<file path="src/hdl/epfs_cfg.svh">
`ifndef EPFS_CFG_SVH
`define EPFS_CFG_SVH
// ****************************************
// Register byte addresses
// ****************************************
`define EPFS_ADDR_COLLECTIVE 4'h0
`define EPFS_ADDR_BUS_SEL    4'h4
`define EPFS_ADDR_TIMER      4'h8
// ****************************************
// Writable masks and reset values
// ****************************************
`define EPFS_COLL_MASK       32'h0000_0003
`define EPFS_BUS_MASK        32'h01ff_ffff
`define EPFS_TMR_MASK        32'h3f3c_3f3c
`define EPFS_RST_VAL         32'h0000_0000
// ****************************************
// Field positions
// ****************************************
`define EPFS_COLL_LO_BIT     0
`define EPFS_COLL_HI_BIT     1
`define EPFS_BUS_ALE_BIT     0
`define EPFS_BUS_CS0_BIT     1
`define EPFS_BUS_ADDR_LSB    2
`define EPFS_BUS_ADDR_MSB    7
`define EPFS_BUS_A06_BIT     7
`define EPFS_BUS_A05_BIT     6
`define EPFS_BUS_A04_BIT     5
`define EPFS_BUS_A03_BIT     4
`define EPFS_BUS_A02_BIT     3
`define EPFS_BUS_A01_BIT     2
`define EPFS_BUS_LO_LSB      1
`define EPFS_BUS_LO_MSB      16
`define EPFS_BUS_HI_LSB      17
`define EPFS_BUS_HI_MSB      24
`define EPFS_CH11_IB_LSB     28
`define EPFS_CH11_OA_LSB     26
`define EPFS_CH11_IA_LSB     24
`define EPFS_CH10_IB_LSB     20
`define EPFS_CH10_OA_LSB     18
`define EPFS_CH9_IB_LSB      12
`define EPFS_CH9_OA_LSB      10
`define EPFS_CH9_IA_LSB      8
`define EPFS_CH8_IB_LSB      4
`define EPFS_CH8_OA_LSB      2
`define EPFS_ALT_NONE        2'h0
`define EPFS_ALT_LSB         8
`endif

</file>
<file path="src/hdl/epfs_pkg.sv">
package epfs_pkg;
   // Two-bit route or source code
   typedef logic [1:0] epfs_sel_t;
   // One-hot alternative pin choice, bit n is alternative n
   typedef logic [2:0] epfs_alt_t;
endpackage : epfs_pkg

</file>
<file path="src/hdl/epfs_pin_select.sv">
`timescale 1ns/10ps
`default_nettype none
`include "epfs_cfg.svh"
module epfs_pin_select
   import epfs_pkg::*;
(
   input  wire logic        i_clk,
   input  wire logic        i_rst_b,
   input  wire logic        i_deep_standby_rst,
   input  wire logic        i_wb_cyc,
   input  wire logic        i_wb_stb,
   input  wire logic        i_wb_we,
   input  wire logic [3:0]  i_wb_adr,
   input  wire logic [3:0]  i_wb_sel,
   input  wire logic [31:0] i_wb_dat,
   output logic      [31:0] o_wb_dat,
   output logic             o_wb_ack,
   output logic             o_wb_err,
   output logic      [5:0]  o_addr_out_en,
   output logic             o_chip_select0_out_en,
   output logic             o_addr_latch_out_en,
   output logic             o_lo_group_collective,
   output logic      [7:0]  o_data_hi_out_en,
   output logic      [15:0] o_lo_group_out_en,
   output logic      [2:0]  o_ch11_in_b_alt,
   output logic      [2:0]  o_ch11_out_a_alt,
   output logic      [2:0]  o_ch11_in_a_alt,
   output logic      [2:0]  o_ch10_in_b_alt,
   output logic      [2:0]  o_ch10_out_a_alt,
   output logic      [2:0]  o_ch9_in_b_alt,
   output logic      [2:0]  o_ch9_out_a_alt,
   output logic      [2:0]  o_ch9_in_a_alt,
   output logic      [2:0]  o_ch8_in_b_alt,
   output logic      [2:0]  o_ch8_out_a_alt
);

   // ****************************************
   // Block overview
   // ****************************************

   // Three software registers drive static pin routing
   // Collective word at the lowest address, two select bits only
   // Bus output select word holds the per-signal enables
   // Timer route word picks one of three pins per timer signal
   // All routing is decoded from flops, so nothing but plain decode
   //   gates sits between a register bit and its enable
   // Nothing here drives a pin itself; the pad ring takes the enables

   // Register bus behaviour
   //   A request is taken on an edge with cyc and stb high
   //   Ack or err follows one cycle later, for exactly one cycle
   //   The held request is blanked while ack or err stands
   //   Unmapped words answer err and store nothing
   //   Byte lanes merge one at a time; masked bits never store
   //   Read data stays put until the next read is taken

   // Reset behaviour
   //   Reset is synchronous and active low
   //   Collective and timer words clear on every reset
   //   The bus select word clears only when the reset is not a
   //   deep standby one, so the external bus stays usable on wake
   //   The deep standby flag is only looked at while reset is low

   // Routing timing
   //   A write lands on the edge that raises ack
   //   Enables and alternative choices follow on that same edge
   //   Software may therefore use a pin right after the ack
   //   No routing output waits on a read of any register

   // Software sequence for per-bit control
   //   Clear the collective bit of the group first
   //   Then set the per-bit enables in the bus select word
   //   Setting the collective bit again overrides them at once

   // Limitations
   //   Upper data bus bits beyond the per-bit field are not handled
   //   Timer channels above 11 live elsewhere
   //   Writes to reserved timer bits are dropped, not flagged

   // ****************************************
   // Decode helpers
   // ****************************************

   // Codes are two bits; results are one-hot so the pad mux
   //   needs no second decode
   // Input decode never goes dark: 00 and 01 share alternative 0; only odd A inputs blank, while their route is active
   // Output routes use 00 as off, so reset keeps every timer
   //   output away from its pins
   // An all-zero result only ever means the path is unused

   // Input source: 00 and 01 both pick alternative 0
   function automatic epfs_alt_t epfs_src_dec(input epfs_sel_t code);
      epfs_alt_t r;
      r = 3'h0;
      unique case (code)
         2'h0, 2'h1: r = 3'h1;
         2'h2:       r = 3'h2;
         2'h3:       r = 3'h4;
      endcase
      return r;
   endfunction : epfs_src_dec

   // Output route: 00 drives no pin
   function automatic epfs_alt_t epfs_out_dec(input epfs_sel_t code);
      epfs_alt_t r;
      r = 3'h0;
      unique case (code)
         2'h0: r = 3'h0;
         2'h1: r = 3'h1;
         2'h2: r = 3'h2;
         2'h3: r = 3'h4;
      endcase
      return r;
   endfunction : epfs_out_dec

   // Byte-lane merge under a writable mask
   function automatic logic [31:0] epfs_merge(input logic [31:0] old_val,
                                              input logic [31:0] wdat,
                                              input logic [3:0]  sel,
                                              input logic [31:0] mask);
      logic [31:0] r;
      r = old_val;
      for (int b = 0; b < 4; b++) begin
         if (sel[b]) begin
            r[b*8 +: 8] = wdat[b*8 +: 8];
         end
      end
      return r & mask;
   endfunction : epfs_merge

   // ****************************************
   // Registers and bus decode
   // ****************************************
   // Word map, byte addressed
   //   Collective word: bit 0 low group, bit 1 high data group
   //   Bus select word: bits 24..17 high data, 16..1 low group,
   //     with 7..2 address lines, 1 chip select, 0 latch enable
   //   Timer route word: two-bit fields, reserved pairs read zero
   // Each word keeps only its writable mask, so reads stay honest
   //   without a separate read mask
   logic [31:0] coll_reg;
   logic [31:0] bus_sel_reg;
   logic [31:0] tmr_reg;
   logic        ack_reg;
   logic        err_reg;
   logic [31:0] rdat_reg;
   logic        req;
   logic        hit_coll;
   logic        hit_bus;
   logic        hit_tmr;
   logic        hit_any;
   logic        wr_go;

   // Ack stays one cycle so a held request is not answered twice
   assign req      = i_wb_cyc & i_wb_stb & ~ack_reg & ~err_reg;
   assign hit_coll = (i_wb_adr == `EPFS_ADDR_COLLECTIVE);
   assign hit_bus  = (i_wb_adr == `EPFS_ADDR_BUS_SEL);
   assign hit_tmr  = (i_wb_adr == `EPFS_ADDR_TIMER);
   assign hit_any  = hit_coll | hit_bus | hit_tmr;
   assign wr_go    = req & i_wb_we & hit_any;

   // Bus answer: ack for mapped words, err for anything else
   always_ff @(posedge i_clk) begin
      if (!i_rst_b) begin
         ack_reg <= 1'b0;
         err_reg <= 1'b0;
      end else begin
         ack_reg <= req & hit_any;
         err_reg <= req & ~hit_any;
      end
   end

   // Read data is pure storage; reading touches no routing
   always_ff @(posedge i_clk) begin
      if (!i_rst_b) begin
         rdat_reg <= `EPFS_RST_VAL;
      end else if (req & ~i_wb_we) begin
         if (hit_coll) begin
            rdat_reg <= coll_reg;
         end else if (hit_bus) begin
            rdat_reg <= bus_sel_reg;
         end else if (hit_tmr) begin
            rdat_reg <= tmr_reg;
         end else begin
            rdat_reg <= `EPFS_RST_VAL;
         end
      end
   end

   // Collective overrides; cleared by any system reset
   always_ff @(posedge i_clk) begin
      if (!i_rst_b) begin
         coll_reg <= `EPFS_RST_VAL;
      end else if (wr_go & hit_coll) begin
         coll_reg <= epfs_merge(coll_reg, i_wb_dat, i_wb_sel, `EPFS_COLL_MASK);
      end
   end

   // Written only outside reset, so a deep standby wake cannot
   //   half-load the word; no request is answered during reset,
   //   so nothing is lost by ignoring writes then
   // Bus select keeps its contents when the reset came from deep standby
   always_ff @(posedge i_clk) begin
      if (!i_rst_b && !i_deep_standby_rst) begin
         bus_sel_reg <= `EPFS_RST_VAL;
      end else if (i_rst_b && wr_go && hit_bus) begin
         bus_sel_reg <= epfs_merge(bus_sel_reg, i_wb_dat, i_wb_sel, `EPFS_BUS_MASK);
      end
   end

   // Timer routing; reserved bits are masked so they never store
   always_ff @(posedge i_clk) begin
      if (!i_rst_b) begin
         tmr_reg <= `EPFS_RST_VAL;
      end else if (wr_go & hit_tmr) begin
         tmr_reg <= epfs_merge(tmr_reg, i_wb_dat, i_wb_sel, `EPFS_TMR_MASK);
      end
   end

   assign o_wb_dat = rdat_reg;
   assign o_wb_ack = ack_reg;
   assign o_wb_err = err_reg;

   // ****************************************
   // External bus pin gating
   // ****************************************
   logic coll_lo;
   logic coll_hi;
   assign coll_lo = coll_reg[`EPFS_COLL_LO_BIT];
   assign coll_hi = coll_reg[`EPFS_COLL_HI_BIT];

   // ****************************************
   // Named per-signal enables
   // ****************************************

   // One name per enable, so pad wiring can be traced by signal
   logic addr06_out_en;
   logic addr05_out_en;
   logic addr04_out_en;
   logic addr03_out_en;
   logic addr02_out_en;
   logic addr01_out_en;
   logic chip_select0_out_en;
   logic addr_latch_out_en;

   // Per-bit enables come straight from flops, so a write shows next cycle
   assign addr06_out_en       = bus_sel_reg[`EPFS_BUS_A06_BIT];
   assign addr05_out_en       = bus_sel_reg[`EPFS_BUS_A05_BIT];
   assign addr04_out_en       = bus_sel_reg[`EPFS_BUS_A04_BIT];
   assign addr03_out_en       = bus_sel_reg[`EPFS_BUS_A03_BIT];
   assign addr02_out_en       = bus_sel_reg[`EPFS_BUS_A02_BIT];
   assign addr01_out_en       = bus_sel_reg[`EPFS_BUS_A01_BIT];
   // Chip select and latch enable gate their own pins
   assign chip_select0_out_en = bus_sel_reg[`EPFS_BUS_CS0_BIT];
   assign addr_latch_out_en   = bus_sel_reg[`EPFS_BUS_ALE_BIT];

   // Port order puts line 06 in the top bit
   assign o_addr_out_en         = {addr06_out_en, addr05_out_en, addr04_out_en,
                                   addr03_out_en, addr02_out_en, addr01_out_en};
   assign o_chip_select0_out_en = chip_select0_out_en;
   assign o_addr_latch_out_en   = addr_latch_out_en;

   // ****************************************
   // Collective overrides
   // ****************************************

   // The collective bit takes over the whole group; the bus controller
   // then chooses direction itself, so per-bit values are masked off
   // Low group: the flag tells the controller it owns the group
   // High data: forced on, the controller then turns the lines round
   // Trade-off: forcing here leaves the per-bit word untouched, so
   //   clearing the collective bit brings the per-bit setup back
   assign o_lo_group_collective = coll_lo;
   assign o_lo_group_out_en     = coll_lo ? 16'h0000
                                  : bus_sel_reg[`EPFS_BUS_LO_MSB:`EPFS_BUS_LO_LSB];
   assign o_data_hi_out_en      = coll_hi ? 8'hff
                                  : bus_sel_reg[`EPFS_BUS_HI_MSB:`EPFS_BUS_HI_LSB];

   // ****************************************
   // Base timer pin routing
   // ****************************************
   // Each channel has a B input and an A signal
   //   B pins only listen, so B has a source field and nothing else
   //   Even A pins only drive, so they have a route field only
   //   Odd A pins share one pad for both ways, so the route field
   //   wins and the source field is ignored while it is nonzero
   // The timer core sees one-hot choices; it must treat all-zero
   //   as no pin at all
   // Reserved pairs are never stored, so they cannot leak into a field

   // Field slices, named after the signal each one steers
   epfs_sel_t ch11_ib;
   epfs_sel_t ch11_oa;
   epfs_sel_t ch11_ia;
   epfs_sel_t ch10_ib;
   epfs_sel_t ch10_oa;
   epfs_sel_t ch9_ib;
   epfs_sel_t ch9_oa;
   epfs_sel_t ch9_ia;
   epfs_sel_t ch8_ib;
   epfs_sel_t ch8_oa;

   // Slices are as wide as the code type, so no bits are cut
   assign ch11_ib = tmr_reg[`EPFS_CH11_IB_LSB +: $bits(epfs_sel_t)];
   assign ch11_oa = tmr_reg[`EPFS_CH11_OA_LSB +: $bits(epfs_sel_t)];
   assign ch11_ia = tmr_reg[`EPFS_CH11_IA_LSB +: $bits(epfs_sel_t)];
   assign ch10_ib = tmr_reg[`EPFS_CH10_IB_LSB +: $bits(epfs_sel_t)];
   assign ch10_oa = tmr_reg[`EPFS_CH10_OA_LSB +: $bits(epfs_sel_t)];
   assign ch9_ib  = tmr_reg[`EPFS_CH9_IB_LSB +: $bits(epfs_sel_t)];
   assign ch9_oa  = tmr_reg[`EPFS_CH9_OA_LSB +: $bits(epfs_sel_t)];
   assign ch9_ia  = tmr_reg[`EPFS_CH9_IA_LSB +: $bits(epfs_sel_t)];
   assign ch8_ib  = tmr_reg[`EPFS_CH8_IB_LSB +: $bits(epfs_sel_t)];
   assign ch8_oa  = tmr_reg[`EPFS_CH8_OA_LSB +: $bits(epfs_sel_t)];

   // Channel 11: B only listens, A either listens or drives
   assign o_ch11_in_b_alt  = epfs_src_dec(ch11_ib);
   assign o_ch11_out_a_alt = epfs_out_dec(ch11_oa);
   // Odd A pins are one-way: an active output route kills the input path
   assign o_ch11_in_a_alt  = (ch11_oa != `EPFS_ALT_NONE) ? 3'h0
                             : epfs_src_dec(ch11_ia);

   // Channel 10: the even A pin only drives, so it has no source field
   assign o_ch10_in_b_alt  = epfs_src_dec(ch10_ib);
   assign o_ch10_out_a_alt = epfs_out_dec(ch10_oa);

   // Channel 9: same one-way rule as channel 11
   assign o_ch9_in_b_alt   = epfs_src_dec(ch9_ib);
   assign o_ch9_out_a_alt  = epfs_out_dec(ch9_oa);
   assign o_ch9_in_a_alt   = (ch9_oa != `EPFS_ALT_NONE) ? 3'h0
                             : epfs_src_dec(ch9_ia);

   // Channel 8: like channel 10
   assign o_ch8_in_b_alt   = epfs_src_dec(ch8_ib);
   assign o_ch8_out_a_alt  = epfs_out_dec(ch8_oa);

   // ****************************************
   // Integration notes
   // ****************************************

   // The pad ring must give the collective flag priority itself
   //   when the low group is owned by the bus controller
   // Other functions sharing a routed pad must be switched off
   //   by their own registers; this block does not arbitrate
   // The deep standby flag must be stable for the whole reset

endmodule : epfs_pin_select
`default_nettype wire

</file>
<file path="config.mk">
export PLATFORM = sky130hd
export DESIGN_NAME = epfs_pin_select
export DESIGN_NICKNAME = d
export VERILOG_FILES = /design/src/hdl/epfs_pkg.sv /design/src/hdl/epfs_pin_select.sv
export VERILOG_INCLUDE_DIRS = /design/src /design/src/hdl
export SDC_FILE = /design/constraint.sdc
export NUM_CORES = 1
export LEC_CHECK = 0
export BUFFER_PORTS_ARGS = -buffer_cell sky130_fd_sc_hd__clkbuf_2
export CORE_MARGIN = 3
export CORE_UTILIZATION = 45
export CTS_BUF_LIST = sky130_fd_sc_hd__clkbuf_4 sky130_fd_sc_hd__clkbuf_8
export CTS_CLUSTER_DIAMETER = 200
export DETAILED_ROUTE_END_ITERATION = 12
export HOLD_SLACK_MARGIN = 0.1
export PLACE_DENSITY = 0.77
export REMOVE_ABC_BUFFERS = 1
export SYNTH_ARGS = -nofsm -noshare
export SYNTH_HDL_FRONTEND = slang
export SYNTH_SLANG_ARGS = --single-unit
</file>
<file path="constraint.sdc">
create_clock -name i_clk -period 4.61 [get_ports i_clk]
set_input_delay 0.922 -clock i_clk [delete_from_list [all_inputs] [get_ports i_clk]]
set_output_delay 0.922 -clock i_clk [all_outputs]
set_load 0.02 [all_outputs]
</file>
==> results_dict.tcl <==
set metrics [dict create \
    vias 3517 \
    overflow 0 \
    largest_register_ffs 30 \
    fin_ws_ns 2.115 \
    area_delta_synth_final_pct 23.54 \
    fmax_ghz 0.4008 \
    slew_headroom 0.3762 \
    grt_max_degree 52 \
    drive_gt1_frac 0.3165 \
    ctsLongestPathBuffers 2 \
    port_buffers 138 \
    syn-mean-instance-area_um2 8.801 \
    fin_crit_ns 2.495 \
    htreeDepth 3 \
    skew_ns 0.009564 \
    ioPinCount 143 \
    vias_per_cell 5.321 \
    start_util 0.4679 \
    numCtsBuffers 9 \
    ys_ff_latch 79 \
    arrival_ns 1.57 \
    dpl_cell_area_um2 4521 \
    path_clk_slew_ns 0.09 \
    synth_cell_types 38 \
    gp_congestion 0.7583 \
    drc 0 \
    final_util 0.5780 \
    synth_edf_count 0 \
    yosys_most_used_dff "dfxtp_1" \
    yosys_warnings 0 \
    slew_viol_final 0 \
    end_kind "output pin" \
    post_cts_buffers 0 \
    drt_iter0_drc 104 \
    insertion_delay_ns 0.35 \
    grt_pass1_wl_um 16390 \
    wire_per_inst_um 15.37 \
    ctsHoldBuffers 0 \
    seq_area_frac_synth 0.4093 \
    core_area_um2 8258 \
    synth_cells 439 \
    drt_pass1_iterations 4 \
    timing.rr.start "o_wb_err$_SDFF_PN0_" \
    antenna_cells 0 \
    crit_start "coll_reg[0]$_SDFFE_PN0P_" \
    die_area_um2 9734 \
    setup_viol 0 \
    worstPathMaxFanout 19 \
    clock_sinks 79 \
    synth_area_um2 3864 \
    setup_tns_ns 0 \
    fin_area_um2 4773 \
    grt_pass1_vias 3355 \
    required_ns 3.69 \
    grt.total_usage 0.2080 \
    die_x_um 98.66 \
    hp-class "reg -> reg" \
    peakVddDrop_mv 0.1853 \
    path_class "reg -> out" \
    critPathLaunchType "flop" \
    powerDensity_nw_per_um2 299.2 \
    place_hpwl_um 6933 \
    hold_viol 0 \
    row_count 33 \
    post-route-period-util 0.5412 \
    async_reset_ff_frac 0 \
    fin_nets 597 \
    ctsRootBufferMaster "clkbuf_8" \
    min_from "bus_sel_reg[10]$_SDFFE_PP0P_" \
    status "finished, final reports clean" \
    final_antenna_net_count 0 \
    p_leak_uw 0.002304 \
    antenna_found_initial 0 \
    max_slew.worst_pin.slew_ns 0.9352 \
    max_cap_violations 0 \
    place_ws_ns 1.768 \
    rsz0062_at_grt "false" \
    wl_um 10160 \
    post_cts_resize_count 0 \
    cts_tree "done" \
    reg2reg_slack_ns 2.36 \
    die_h_um 98.66 \
]
[cell usage after synthesis, drive strengths merged, types with 2 or more instances]
cell,count,area [um^2]
dfxtp,79,1582
nand2,79,296.5
mux2i,49,490.5
nor2b,26,162.7
clkbuf,23,86.33
inv,22,82.58
buf,19,117.6
a21boi,15,112.6
a22oi,15,112.6
o211ai,15,112.6
o21ai,15,75.07
o31ai,15,112.6
and2,12,75.07
nand4b,12,105.1
or2,9,56.30
nor2,6,22.52
and3,4,25.02
nand4,4,43.80
nor4b,4,56.30
nor3,3,26.28
or4,3,22.52
nor4bb,2,20.02
[kinds of logic after synthesis]
| logic type | synth area share |
|---|---|
| DFF | 0.4093 |
| and+or+nand+nor | 0.2506 |
| muxes | 0.1269 |
| buffers and inverters | 0.07416 |
| other | 0.0009706 |
| AOI/OAI and AO/OA | 0.1380 |
[cells in the final DEF (no fill, tap or decap), types with 4 or more instances in the layout]
master and instances:
clkbuf_2 138, nand2_1 79, dfxtp_1 79, mux2i_1 49, nor2b_1 26, inv_1 22, o21ai_0 15, a22oi_1 15
o211ai_1 15, o31ai_1 15, a21boi_0 14, and2_1 12, nand4b_1 12, clkbuf_8 10, or2_2 9, nor2_1 6
and3_1 4, buf_4 4
[worst max-delay path, cell delays in order, from the launching register on]
cell and delay [ns]:
dfxtp_1 0.87, nor2b_1 0.15, clkbuf_2 0.20
[per-layer routing]
metal / track usage / up-vias / routed length, um
li1: - / 1737 / -
met1: 0.2567 / 1646 / 4363
met2: 0.3547 / 120 / 4957
met5: 0 / - / 0
met4: 0.06933 / 0 / 148
met3: 0.05237 / 14 / 690
[metrics by stage]
| step | power [uW] | instances | hold WS, ns |
|---|---|---|---|
| after floorplan | 742.0 | 398 | 0.4432 |
| after global placement | 798.0 | 645 | 0.4549 |
| after detailed placement | 799.4 | 645 | 0.4700 |
| after CTS | 1441 | 661 | 0.4838 |
| after global routing | 1471 | 661 | 0.5043 |
| final | 1428 | 661 | 0.4781 |
[final cells by class]
type                    instances  area (um^2)
well taps                     105        131.4
inverters                      22        82.58
multi-input cells             297         2004
clock inverters                 6        115.1
fillers                       762         3485
flip-flops and latches         79         1582
repair buffers                142        720.7
clock buffers                  10        137.6
[path summary, 6_finish.rpt]
kind	endpoint	cells past startpoint
worst max-delay path	o_lo_group_out_en[13]	2
worst min-delay path	bus_sel_reg[10]$_SDFFE_PP0P_	2
worst max register to register	coll_reg[0]$_SDFFE_PN0P_	3
worst min register to register	bus_sel_reg[10]$_SDFFE_PP0P_	2
[power breakdown]
part | switching [uW] | total (uW) | internal (uW)
registers | 1.63 | 685 | 683
logic | 66.4 | 98.6 | 32.2
clock network | 267 | 645 | 377
No activity file was read; power rests on OpenSTA's default activity.
